==> src/xafo_pkg.sv <==
// Package for the exclusive-OR accumulator/file execution block.
// Assumes a 12-bit instruction word, 8-bit data path and 5-bit file address.
package xafo_pkg;
   localparam int         XAFO_IW                            = 12;
   localparam int         XAFO_DW                            = 8;
   localparam int         XAFO_AW                            = 5;
   localparam int         XAFO_OPC_HI                        = 11;
   localparam int         XAFO_OPC_LO                        = 6;
   localparam int         XAFO_DEST_BIT                      = 5;
   localparam logic [5:0] XAFO_OPC_XOR_ACCUMULATOR_WITH_FILE = 6'h06;
   localparam logic       XAFO_DEST_ACC                      = 1'h0;
   localparam logic       XAFO_DEST_FILE                     = 1'h1;
   localparam logic [7:0] XAFO_ACC_RESET                     = 8'h00;
   localparam logic [7:0] XAFO_ZERO                          = 8'h00;
   localparam int         XAFO_EXEC_CYCLES                   = 1;

   typedef struct packed {
      logic                 file_we;
      logic [XAFO_AW-1:0]   file_addr;
      logic [XAFO_DW-1:0]   file_data;
   } xafo_file_wr_s;
endpackage : xafo_pkg

==> src/xafo_top.sv <==
// Execution logic for the exclusive-OR of accumulator with file register.
// Assumes the register file answers the read address combinationally and the
// decoder offers one instruction word per instruction cycle on CLK_IN.
`timescale 1ns/1ps

module xafo_top
   import xafo_pkg::*;
(
   input  wire logic                CLK_IN,
   input  wire logic                RESETN_IN,
   input  wire logic                INSTR_VALID_IN,
   input  wire logic [XAFO_IW-1:0]  INSTR_IN,
   input  wire logic [XAFO_DW-1:0]  FILE_RDATA_IN,
   output logic      [XAFO_AW-1:0]  FILE_RADDR_OUT,
   output logic                     FILE_WE_OUT,
   output logic      [XAFO_AW-1:0]  FILE_WADDR_OUT,
   output logic      [XAFO_DW-1:0]  FILE_WDATA_OUT,
   output logic      [XAFO_DW-1:0]  ACC_OUT,
   output logic                     ZERO_FLAG_OUT,
   output logic                     ZERO_WE_OUT,
   output logic                     DONE_OUT
);
   logic                reset_meta;
   logic                resetn;
   logic                hit;
   logic [XAFO_DW-1:0]  result;
   logic [XAFO_AW-1:0]  raddr;
   xafo_file_wr_s       next_wr;
   xafo_file_wr_s       wr;

   function automatic logic is_xor_op(input logic [XAFO_IW-1:0] w);
      return w[XAFO_OPC_HI:XAFO_OPC_LO] == XAFO_OPC_XOR_ACCUMULATOR_WITH_FILE;
   endfunction : is_xor_op

   // Release of reset is retimed through two flops so every state flop leaves
   // reset on the same edge; entering reset still takes effect at once.
   always_ff @(posedge CLK_IN or negedge RESETN_IN) begin
      if (!RESETN_IN) begin
         reset_meta <= 1'h0;
         resetn     <= 1'h0;
      end else begin
         reset_meta <= 1'h1;
         resetn     <= reset_meta;
      end
   end

   // The operand is fetched with the live address so the operation finishes in
   // one cycle; FILE_RADDR_OUT is only a registered mirror, one cycle late, for
   // observers such as a trace port.
   assign raddr  = INSTR_IN[XAFO_AW-1:0];
   assign hit    = INSTR_VALID_IN && is_xor_op(INSTR_IN);
   assign result = ACC_OUT ^ FILE_RDATA_IN;

   // Strobe, address and data travel in one struct so they are registered on
   // the same edge and can never disagree at the register file.
   always_comb begin
      next_wr.file_we   = hit && (INSTR_IN[XAFO_DEST_BIT] == XAFO_DEST_FILE);
      next_wr.file_addr = raddr;
      next_wr.file_data = result;
   end

   always_ff @(posedge CLK_IN or negedge resetn) begin
      if (!resetn) begin
         wr <= '0;
      end else begin
         wr <= next_wr;
      end
   end

   // A file-destination operation leaves the accumulator alone, so the next
   // operation still sees the old accumulator value.
   always_ff @(posedge CLK_IN or negedge resetn) begin
      if (!resetn) begin
         ACC_OUT <= XAFO_ACC_RESET;
      end else if (hit && INSTR_IN[XAFO_DEST_BIT] == XAFO_DEST_ACC) begin
         ACC_OUT <= result;
      end
   end

   // The pulses are plain copies of the decode hit, so back-to-back operations
   // give back-to-back pulses with no idle cycle between them.
   always_ff @(posedge CLK_IN or negedge resetn) begin
      if (!resetn) begin
         ZERO_WE_OUT <= 1'h0;
      end else begin
         ZERO_WE_OUT <= hit;
      end
   end

   always_ff @(posedge CLK_IN or negedge resetn) begin
      if (!resetn) begin
         DONE_OUT <= 1'h0;
      end else begin
         DONE_OUT <= hit;
      end
   end

   // The flag holds between operations and is judged on the result whichever
   // destination takes it.
   always_ff @(posedge CLK_IN or negedge resetn) begin
      if (!resetn) begin
         ZERO_FLAG_OUT <= 1'h0;
      end else if (hit) begin
         ZERO_FLAG_OUT <= (result == XAFO_ZERO);
      end
   end

   always_ff @(posedge CLK_IN or negedge resetn) begin
      if (!resetn) begin
         FILE_RADDR_OUT <= '0;
      end else begin
         FILE_RADDR_OUT <= raddr;
      end
   end

   assign FILE_WE_OUT    = wr.file_we;
   assign FILE_WADDR_OUT = wr.file_addr;
   assign FILE_WDATA_OUT = wr.file_data;

   // The checks below compare against the registered outputs one edge after
   // the cycle that triggers them; a_xor_value builds its expected value from ACC_OUT and FILE_RDATA_IN, a_raddr_mirror and a_dest_select from INSTR_IN,
   // while a_acc_write, a_file_write and a_zero_value take theirs from the internal result net.
   property p_acc_write;
      @(posedge CLK_IN) disable iff (!resetn)
      (hit && !INSTR_IN[XAFO_DEST_BIT]) |=> (ACC_OUT == $past(result)) && !FILE_WE_OUT;
   endproperty
   a_acc_write: assert property (p_acc_write) else $error("accumulator not written");

   property p_file_write;
      @(posedge CLK_IN) disable iff (!resetn)
      (hit && INSTR_IN[XAFO_DEST_BIT]) |=> FILE_WE_OUT && FILE_WDATA_OUT == $past(result)
         && FILE_WADDR_OUT == $past(raddr) && $stable(ACC_OUT);
   endproperty
   a_file_write: assert property (p_file_write) else $error("file not written");

   property p_xor_value;
      @(posedge CLK_IN) disable iff (!resetn)
      hit |=> DONE_OUT
         && ((($past(INSTR_IN[XAFO_DEST_BIT]) == XAFO_DEST_FILE) ? FILE_WDATA_OUT : ACC_OUT)
             == ($past(ACC_OUT) ^ $past(FILE_RDATA_IN)));
   endproperty
   a_xor_value: assert property (p_xor_value) else $error("bad xor result");

   property p_decode;
      @(posedge CLK_IN) disable iff (!resetn)
      (INSTR_VALID_IN && INSTR_IN[XAFO_OPC_HI:XAFO_OPC_LO] != XAFO_OPC_XOR_ACCUMULATOR_WITH_FILE)
         |=> !DONE_OUT && !FILE_WE_OUT;
   endproperty
   a_decode: assert property (p_decode) else $error("wrong opcode executed");

   property p_one_cycle;
      @(posedge CLK_IN) disable iff (!resetn)
      DONE_OUT |-> $past(hit);
   endproperty
   a_one_cycle: assert property (p_one_cycle) else $error("done without instruction");

   property p_zero_hold;
      @(posedge CLK_IN) disable iff (!resetn)
      !hit |=> $stable(ZERO_FLAG_OUT) && !ZERO_WE_OUT;
   endproperty
   a_zero_hold: assert property (p_zero_hold) else $error("zero flag moved");

   property p_zero_value;
      @(posedge CLK_IN) disable iff (!resetn)
      hit |=> ZERO_FLAG_OUT == ($past(result) == XAFO_ZERO);
   endproperty
   a_zero_value: assert property (p_zero_value) else $error("zero flag wrong");

   property p_acc_hold;
      @(posedge CLK_IN) disable iff (!resetn)
      !(hit && !INSTR_IN[XAFO_DEST_BIT]) |=> $stable(ACC_OUT);
   endproperty
   a_acc_hold: assert property (p_acc_hold) else $error("accumulator changed");

   property p_idle;
      @(posedge CLK_IN) disable iff (!resetn)
      !INSTR_VALID_IN |=> !DONE_OUT && !FILE_WE_OUT && !ZERO_WE_OUT;
   endproperty
   a_idle: assert property (p_idle) else $error("operation without valid word");

   property p_we_cause;
      @(posedge CLK_IN) disable iff (!resetn)
      FILE_WE_OUT |-> $past(INSTR_VALID_IN) && $past(INSTR_IN[XAFO_DEST_BIT]) == XAFO_DEST_FILE
         && $past(INSTR_IN[XAFO_OPC_HI:XAFO_OPC_LO]) == XAFO_OPC_XOR_ACCUMULATOR_WITH_FILE;
   endproperty
   a_we_cause: assert property (p_we_cause) else $error("file write without cause");

   property p_zero_we_cause;
      @(posedge CLK_IN) disable iff (!resetn)
      ZERO_WE_OUT |-> $past(INSTR_VALID_IN)
         && $past(INSTR_IN[XAFO_OPC_HI:XAFO_OPC_LO]) == XAFO_OPC_XOR_ACCUMULATOR_WITH_FILE;
   endproperty
   a_zero_we_cause: assert property (p_zero_we_cause) else $error("status load without cause");

   property p_zero_file_dest;
      @(posedge CLK_IN) disable iff (!resetn)
      (hit && INSTR_IN[XAFO_DEST_BIT] == XAFO_DEST_FILE) |=> ZERO_WE_OUT && ZERO_FLAG_OUT == (FILE_WDATA_OUT == XAFO_ZERO);
   endproperty
   a_zero_file_dest: assert property (p_zero_file_dest) else $error("zero flag wrong for file");

   property p_zero_acc_dest;
      @(posedge CLK_IN) disable iff (!resetn)
      (hit && INSTR_IN[XAFO_DEST_BIT] == XAFO_DEST_ACC) |=> ZERO_WE_OUT && ZERO_FLAG_OUT == (ACC_OUT == XAFO_ZERO);
   endproperty
   a_zero_acc_dest: assert property (p_zero_acc_dest) else $error("zero flag wrong for accumulator");

   property p_back_to_back;
      @(posedge CLK_IN) disable iff (!resetn)
      (hit ##1 hit) |=> DONE_OUT && $past(DONE_OUT);
   endproperty
   a_back_to_back: assert property (p_back_to_back) else $error("stall between operations");

   property p_raddr_mirror;
      @(posedge CLK_IN) disable iff (!resetn)
      INSTR_VALID_IN |=> FILE_RADDR_OUT == $past(INSTR_IN[XAFO_AW-1:0]);
   endproperty
   a_raddr_mirror: assert property (p_raddr_mirror) else $error("read address mirror wrong");

   property p_dest_select;
      @(posedge CLK_IN) disable iff (!resetn)
      hit |=> FILE_WE_OUT == $past(INSTR_IN[XAFO_DEST_BIT]);
   endproperty
   a_dest_select: assert property (p_dest_select) else $error("wrong destination chosen");
endmodule : xafo_top

==> config.mk <==
export PLATFORM = sky130hd
export DESIGN_NAME = xafo_top
export DESIGN_NICKNAME = d
export VERILOG_FILES = /design/src/xafo_pkg.sv /design/src/xafo_top.sv
export SDC_FILE = /design/constraint.sdc
export NUM_CORES = 1
export LEC_CHECK = 0
export ABC_AREA = 0
export BUFFER_PORTS_ARGS = -buffer_cell sky130_fd_sc_hd__buf_4
export CORE_ASPECT_RATIO = 1.4
export CORE_MARGIN = 2
export CORE_UTILIZATION = 46
export DETAILED_ROUTE_END_ITERATION = 16
export HOLD_SLACK_MARGIN = 0.15
export MAX_ROUTING_LAYER = met4
export PLACE_DENSITY = 0.82
export SLEW_MARGIN = 25
export SYNTH_ARGS = -nofsm -noshare
export SYNTH_HDL_FRONTEND = slang
export SYNTH_SLANG_ARGS = --single-unit
export TNS_END_PERCENT = 100
==> constraint.sdc <==
create_clock -name CLK_IN -period 2.3 [get_ports CLK_IN]
set_clock_uncertainty 0.1 [all_clocks]
set_input_delay 0.23 -clock CLK_IN [delete_from_list [all_inputs] [get_ports CLK_IN]]
set_output_delay 0.23 -clock CLK_IN [all_outputs]
set_load 0.01 [all_outputs]
== Yosys cells after proc, flatten, opt, wreduce, memory -nomap -nowiden ==
Index checks and enable logic that the tools add are counted.
Cells by class
  equality and inequality tests: 1
  bitwise gates (word level): 2
  reductions and logical operators: 4
Operators with widths (number)
  $logic_not 8->1: 1
  $xor 8x8->8: 1
  $eq 6x3->1 const B: 1
  $logic_and 1x1->1: 3
  $not 1->1: 1
Storage, ports and cells
  bits in registers: 26
  input bits: 23
  output and inout port bits: 30
  logic and storage cells: 15

== Longest topological paths before layout ==
Gate-level depths: netlist (run 1).
  word-level depth: 3
  mapped depth: 4
  gate-level depth less buffers: 3

== Worst setup path before layout (run 1) ==
OpenSTA, ideal clock, no wires.
  kind: flip-flop to flip-flop
  start point: reg ACC_OUT[6]
  end point: reg ZERO_FLAG_OUT
  setup time: 0.066 ns
  arrival: 1.002 ns
  required time: 2.134 ns
  slack: 1.132 ns
  cell stages (with the launch flop): 4
  buffers on the path: 0
  clock period less this slack: 1.168 ns
  cell sequence: dfrtp_1 > xor2_1 > nor4_1 > a31o_1
RTL lines
  from (decl): line xafo_top.sv:18  | output logic [XAFO_DW-1:0] ACC_OUT,
  from (signal assigned): line xafo_top.sv:76  | ACC_OUT <= result;
  to (signal assigned): line xafo_top.sv:104  | ZERO_FLAG_OUT <= (result == XAFO_ZERO);
  to (decl): line xafo_top.sv:19  | output logic ZERO_FLAG_OUT,

==> results of run 1 <==
power by group:
part           internal [mW]  switching [mW]  total, mW
Clock                 0.0610           0.120      0.181
Sequential             0.495          0.0226      0.518
Combinational          0.113          0.0765      0.189
Total                  0.669           0.219      0.888
through the flow:
stage	worst slack, ps	hold WS, ps
after floorplan	1130	-166
after global placement	867	-87.3
after detailed placement	808	-85.0
after CTS	851	202
after global routing	836	197
final	845	203
synth_stat cells, drive strengths merged:
master  instances
a21boi          1
a31o            1
and2            1
and3            1
and4bb          1
buf             8
conb            1
dfrtp          26
nand4b          8
nor3b           1
nor4            2
xnor2           8
xor2            8
cell type report:
| type | instances | share of cell area |
|---|---|---|
| tap | 21 | 0.0169 |
| sequential | 26 | 0.420 |
| timing repair buffer | 70 | 0.366 |
| multi-input combinational | 33 | 0.182 |
| clock buffer | 3 | 0.0145 |
layer usage:
metal	GRT usage	up-vias
met5	-	-
met1	0.214	343
met3	0.0335	2
met2	0.294	31
met4	0.0519	0
li1	-	352
flip-flops by register name, indices dropped and copies added (netlist names):
register / flops
ZERO_FLAG_OUT: 1
FILE_WDATA_OUT: 8
DONE_OUT: 1
FILE_WADDR_OUT: 5
ACC_OUT: 8
resetn: 1
FILE_WE_OUT: 1
reset_meta: 1
worst min-delay path, cell delays in order:
cell	delay [ps]
buf_4	80
nor3b_2	90
nand4b_1	130
xnor2_1	60
final timing paths:
path | startpoint | endpoint | slack, ps | cells after the start
worst max-delay path | FILE_RDATA_IN[6] | ZERO_FLAG_OUT$_DFFE_PN0P_ | 850 | 5
worst min-delay path | INSTR_IN[6] | ACC_OUT[4]$_DFFE_PN0P_ | 200 | 4
worst max register to register | ACC_OUT[2]$_DFFE_PN0P_ | ZERO_FLAG_OUT$_DFFE_PN0P_ | 990 | 3
worst min register to register | reset_meta$_DFF_PN0_ | resetn$_DFF_PN0_ | 280 | 0
max in group asynchronous | resetn$_DFF_PN0_ | DONE_OUT$_DFF_PN0_ | 1220 | 2
min in group asynchronous | resetn$_DFF_PN0_ | ZERO_FLAG_OUT$_DFFE_PN0P_ | 650 | 2
kinds of logic (layout without fill, tap and decap cells):
family	after synthesis	in the layout	synth area share
DFF	26	26	0.654
xor gates and xnor gates	16	16	0.141
and+or+nand+nor	14	14	0.123
buffers and inverters	8	73	0.0616
AOI/OAI and AO/OA	2	2	0.0164
other	1	1	0.00377
==> summary.md, run 1 <==
| Metric | Value |
|---|---|
| Drt first-iter violations | `7` |
| DRC Markers | `0` |
| Maximum VDD drop | `447 uV` |
| Cells along the critical path | `dlygate4sd3_1, buf_4, xor2_1, nor4_1, a31o_1` |
| Total GRT Usage | `0.175` |
| First-pass GRT wire length | `3220 um` |
| Die Span Y | `59.0 um` |
| Diode count | `0` |
| Final Cycle Share | `0.632` |
| Slowest cell on crit path | `dlygate4sd3_1` |
| RSZ-0062 raised after global routing | `no` |
| Fraction of layout cells with a size suffix above 1 | `0.447` |
| Number of port buffers | `52` |
| Vias | `728` |
| Met2 Wirelength | `1150 um` |
| Overflow after GRT | `0` |
| Wire length on met3 | `129 um` |
| Synth warn | `0` |
| Register area share after synthesis | `0.654` |
| Largest net degree at the start of global routing | `25` |
| Post-synth top area cell | `dfrtp_1` |
| Met1 WL | `784 um` |
| Top cell type's share of synthesized area | `0.654` |
| Util after Layout | `0.776` |
| Nets | `157` |
| Mapped Cells | `67` |
| Syn Nets | `90` |
| Top layer reached by signal wires | `met4` |
| Tmin final | `1450 ps` |
| Final TNS setup | `0 ps` |
| Max-capacitance violation count | `0` |
| Hold buffer count at cts | `17` |
| Pwr Density | `573 mW/mm^2` |
| Total power | `0.888 mW` |
| Synthesis-stage register bit count | `26` |
| CP Max Fanout | `2` |
| FF/Latch Area | `651 sq um` |
| Post-CTS sizing | `0` |
| Num CTS Buffers | `3` |
| Mapped cell area | `just under 0.001 sq mm` |
| H-tree depth | `1` |
| WP data arrival | `1610 ps` |
| Dpl hpwl | `1460 um` |
| Fmax achieved | `687 MHz` |
| # setup viols final | `0` |
| WL final | `around 2100 um` |
| Critical Path Sink Type | `flop` |
| Worst min-delay path category | `input port to flop` |
| Clock Tree Root | `clkbuf_4` |
| Drt pass-1 iters | `4` |
| Average wire per standard cell | `roughly 14 um` |
| Area grow syn2layout | `55.8%` |
| Hold Vio Cnt, Final | `0` |
| Leak | `~0.77 nW` |
| Setup Fix Bufs, Post-CTS | `0` |
| DIE AREA | `around 0.0026 sq mm` |
| Via/cell ratio | `approximately 4.8` |
| Top Family by Delay on Critical Path | `buffers and inverters` |
| # rows | `19` |
| Clk_lat worst skew | `300 ps` |
| CP Buf/Inv Count | `2` |
| DP Area | `0.00136 sq mm` |
| Rel. slew slack | `0.591` |
| Register clock-pin slew on the reported worst setup and hold paths | `130 ps` |
| Mean post-synth cell area | `~15 sq um` |
| Initial antenna violation count | `0` |
| Dominant cells by area after synthesis | `dfrtp_1 65%, nand4b_1 7.0%, xnor2_1 7.0%` |
| Antenna viol nets, final | `0` |
| Final instance area | `0.00155 sq mm` |
| Synth unique cells | `15` |
| CTS tree | `done` |
| Area of the core | `0.00200 sq mm` |
| Final cell count without fillers | `approximately 150` |
| Startpoint types | `input port` |
| Worst Path Class, Setup | `input port to flop` |
| Routability Congestion | `0.776` |
| CP max stage delay | `around 550 ps` |
| Most common cell after layout, fill and taps aside | `buf_4` |
| DP Cell Count | `approximately 130` |
| Slew @ Worst Pin | `approximately 610 ps` |
| IO Count | `53` |
| Multi-input gate area | `between 200 and 300 sq um` |
| Number of global-route vias before repair | `between 700 and 800` |
| Deepest clock path buffer count | `2` |
| CP required | `2460 ps` |
| Most frequent cells in the layout | `53 x buf_4, 26 x dfrtp_1, 17 x dlygate4sd3_1` |
| Fill cells | `142` |
| Status | `finished clean` |
| CTS sink cnt | `26` |
| Initial Util | `0.498` |
| Chip Width | `43.3 um` |
| Fin. max-slew vios | `0` |
(Power assumes the default switching activity.)
==> run 2: changes to the inputs <==
- CORE_UTILIZATION: 46 -> 43
- PLACE_DENSITY: 0.82 -> 0.77
- clock period: 2.3 -> 1.52 ns (I/O delays scaled with it)
==> run 2 against run 1 <==
Effect of this change: critical path depth is the same; critical path type unchanged; highest routed layer unchanged; largest cell class unchanged; count of clock-buffer cells in the layout stayed put; core utilization fell by 5.6 points; critical endpoint unchanged; wire length increased by 9.6%.
==> summary.md, run 2 (same netlist as run 1, synthesis figures left out) <==
| Metric | Value |
|---|---|
| Antenna viol nets, final | `0 (unchanged)` |
| Critical Path Sink Type | `flop` |
| Switching portion of total power | `0.250 (+0.00276)` |
| WL final | `2280 um (+9.6%)` |
| Most frequent cells in the layout | `54 x buf_4, 26 x dfrtp_1, 18 x dlygate4sd3_1` |
| Max-capacitance violation count | `0 (unchanged)` |
| Startpoint types | `input port` |
| Deepest clock path buffer count | `2 (unchanged)` |
| Routability Congestion | `0.765 (-1.4%)` |
| DRC Markers | `0 (unchanged)` |
| Worst min-delay path category | `input port to flop` |
| Average wire per standard cell | `14.6 um (+7.4%)` |
| DIE AREA | `0.00272 sq mm (+6.4%)` |
| Dpl hpwl | `1600 um (+9.0%)` |
| Most common cell after layout, fill and taps aside | `buf_4` |
| Fmax achieved | `740 MHz` |
| Clock Tree Root | `clkbuf_4` |
| Area of the core | `0.00218 sq mm (+9.0%)` |
| # setup viols final | `0 (unchanged)` |
| Fin. max-slew vios | `0 (unchanged)` |
| Number of port buffers | `52 (unchanged)` |
| Initial antenna violation count | `0 (unchanged)` |
| Int Power | `1.02 mW (+52%)` |
| CTS tree | `done` |
| Final instance area | `0.00157 sq mm (+1.2%)` |
| CP Max Fanout | `2 (unchanged)` |
| Top layer reached by signal wires | `met4` |
| Final WS setup | `169 ps (-677 ps)` |
| Vias | `768 (+5.5%)` |
| Total power | `1.35 mW (+52%)` |
| DP Cell Count | `135 (+1.5%)` |
| Clk_lat worst skew | `310 ps (about the same)` |
| Drt first-iter violations | `9 (+2)` |
| First-pass GRT wire length | `3650 um (+13%)` |
| CTS sink cnt | `26 (unchanged)` |
| Fraction of layout cells with a size suffix above 1 | `0.448 (+0.000791)` |
| Via/cell ratio | `4.92 (+3.5%)` |
| Num CTS Buffers | `3 (unchanged)` |
| RSZ-0062 raised after global routing | `no` |
| Setup Fix Bufs, Post-CTS | `0 (unchanged)` |
| Part of the power in the clock network | `0.202 (-0.002)` |
| Met1 WL | `758 um (-3.3%)` |
| Maximum VDD drop | `542 uV (+21%)` |
| Leak | `0.778 nW (+1.2%)` |
| P_sw | `0.338 mW (+54%)` |
| Wire length on met3 | `171 um (+33%)` |
| Drt pass-1 iters | `5 (+1)` |
| Pre-CTS setup slack | `214 ps (-594 ps)` |
| # rows | `20 (+1)` |
| Pwr Density | `863 mW/mm^2 (+51%)` |
| Diode count | `0 (unchanged)` |
| Final Cycle Share | `0.889` |
| Initial Util | `0.457 (-0.0412)` |
| Final TNS setup | `0 ps (unchanged)` |
| Tmin final | `1350 ps` |
| Chip Width | `44.7 um (+3.1%)` |
| Logic pwr share | `0.218 (+0.005)` |
| Largest net degree at the start of global routing | `18 (-28%)` |
| Number of global-route vias before repair | `799 (+12%)` |
| IO Count | `53 (unchanged)` |
| Worst Path Class, Setup | `input port to flop` |
| Status | `finished clean` |
| Reg power frac | `0.580 (-0.003)` |
| Nets | `159 (+1.3%)` |
| WP data arrival | `1510 ps (-100 ps)` |
| H-tree depth | `1 (unchanged)` |
| Overflow after GRT | `0 (unchanged)` |
| Met2 Wirelength | `1330 um (+15%)` |
| Die Span Y | `60.9 um (+3.2%)` |
| Final cell count without fillers | `156 (+2.0%)` |
| Area grow syn2layout | `57.7%` |
| Register clock-pin slew on the reported worst setup and hold paths | `120 ps (about the same)` |
| Total GRT Usage | `0.198 (+0.0225)` |
| Hold Vio Cnt, Final | `0 (unchanged)` |
| DP Area | `0.00137 sq mm (+0.65%)` |
| Post-CTS sizing | `0 (unchanged)` |
| CP required | `1680 ps (-780 ps)` |
-- run 2: cell types whose count changed in the layout (fill, tap and decap cells not counted) --
| cell | change |
|---|---|
| buf_4 | +1 |
| dlygate4sd3_1 | +1 |
-- run 2: final timing paths --
check                                        from                           to  slack [ps]  cells past startpoint
max reg2reg                ACC_OUT[2]$_DFFE_PN0P_    ZERO_FLAG_OUT$_DFFE_PN0P_         250                      3
min reg2reg                  reset_meta$_DFF_PN0_             resetn$_DFF_PN0_         270                      0
min in group asynchronous               RESETN_IN             resetn$_DFF_PN0_         580                      3
min                                   INSTR_IN[6]       ACC_OUT[2]$_DFFE_PN0P_         220                      5
max                              FILE_RDATA_IN[2]    ZERO_FLAG_OUT$_DFFE_PN0P_         170                      5
max in group asynchronous        resetn$_DFF_PN0_  FILE_WDATA_OUT[5]$_DFF_PN0_         430                      2
-- run 2: worst max-delay path, cell delays in order --
cell           delay, ps
dlygate4sd3_1        530
buf_4                140
xor2_1               170
nor4_1               330
a31o_1               190
-- run 2: per-stage QoR --
step / util / hold slack [ps]
floorplan: - / -244
global placement: 0.628 / -165
detailed placement: 0.628 / -161
CTS: 0.721 / 211
global route: 0.721 / 227
finish: 0.721 / 217
-- run 2: layout make-up --
class / instances / area [sq um]
Sequential cell: 26 / 651
Fill cell: 156 / 608
Timing Repair Buffer: 72 / 586
Multi-Input combinational cell: 33 / 283
Tap cell: 22 / 27.5
Clock buffer: 3 / 22.5
-- run 2: power groups by stage --
stage / logic, mW / clock network [mW] / registers, mW
floorplan: 0.0648 / 0 / 0.832
global placement: 0.250 / 0 / 0.799
detailed placement: 0.255 / 0 / 0.804
CTS: 0.296 / 0.288 / 0.786
global route: 0.318 / 0.317 / 0.792
finish: 0.295 / 0.274 / 0.785
-- run 2: what timing repair did --
item | in CTS | in global routing
endpoints found under the hold margin | 31 | 0
hold buffers | 18 | 0
endpoints found under the setup margin | 0 | 0
-- run 2: per-layer routing --
layer,GRT usage,vias up
met5,-,-
met4,0.0779,0
met3,0.0268,5
met2,0.360,40
met1,0.210,369
li1,-,354
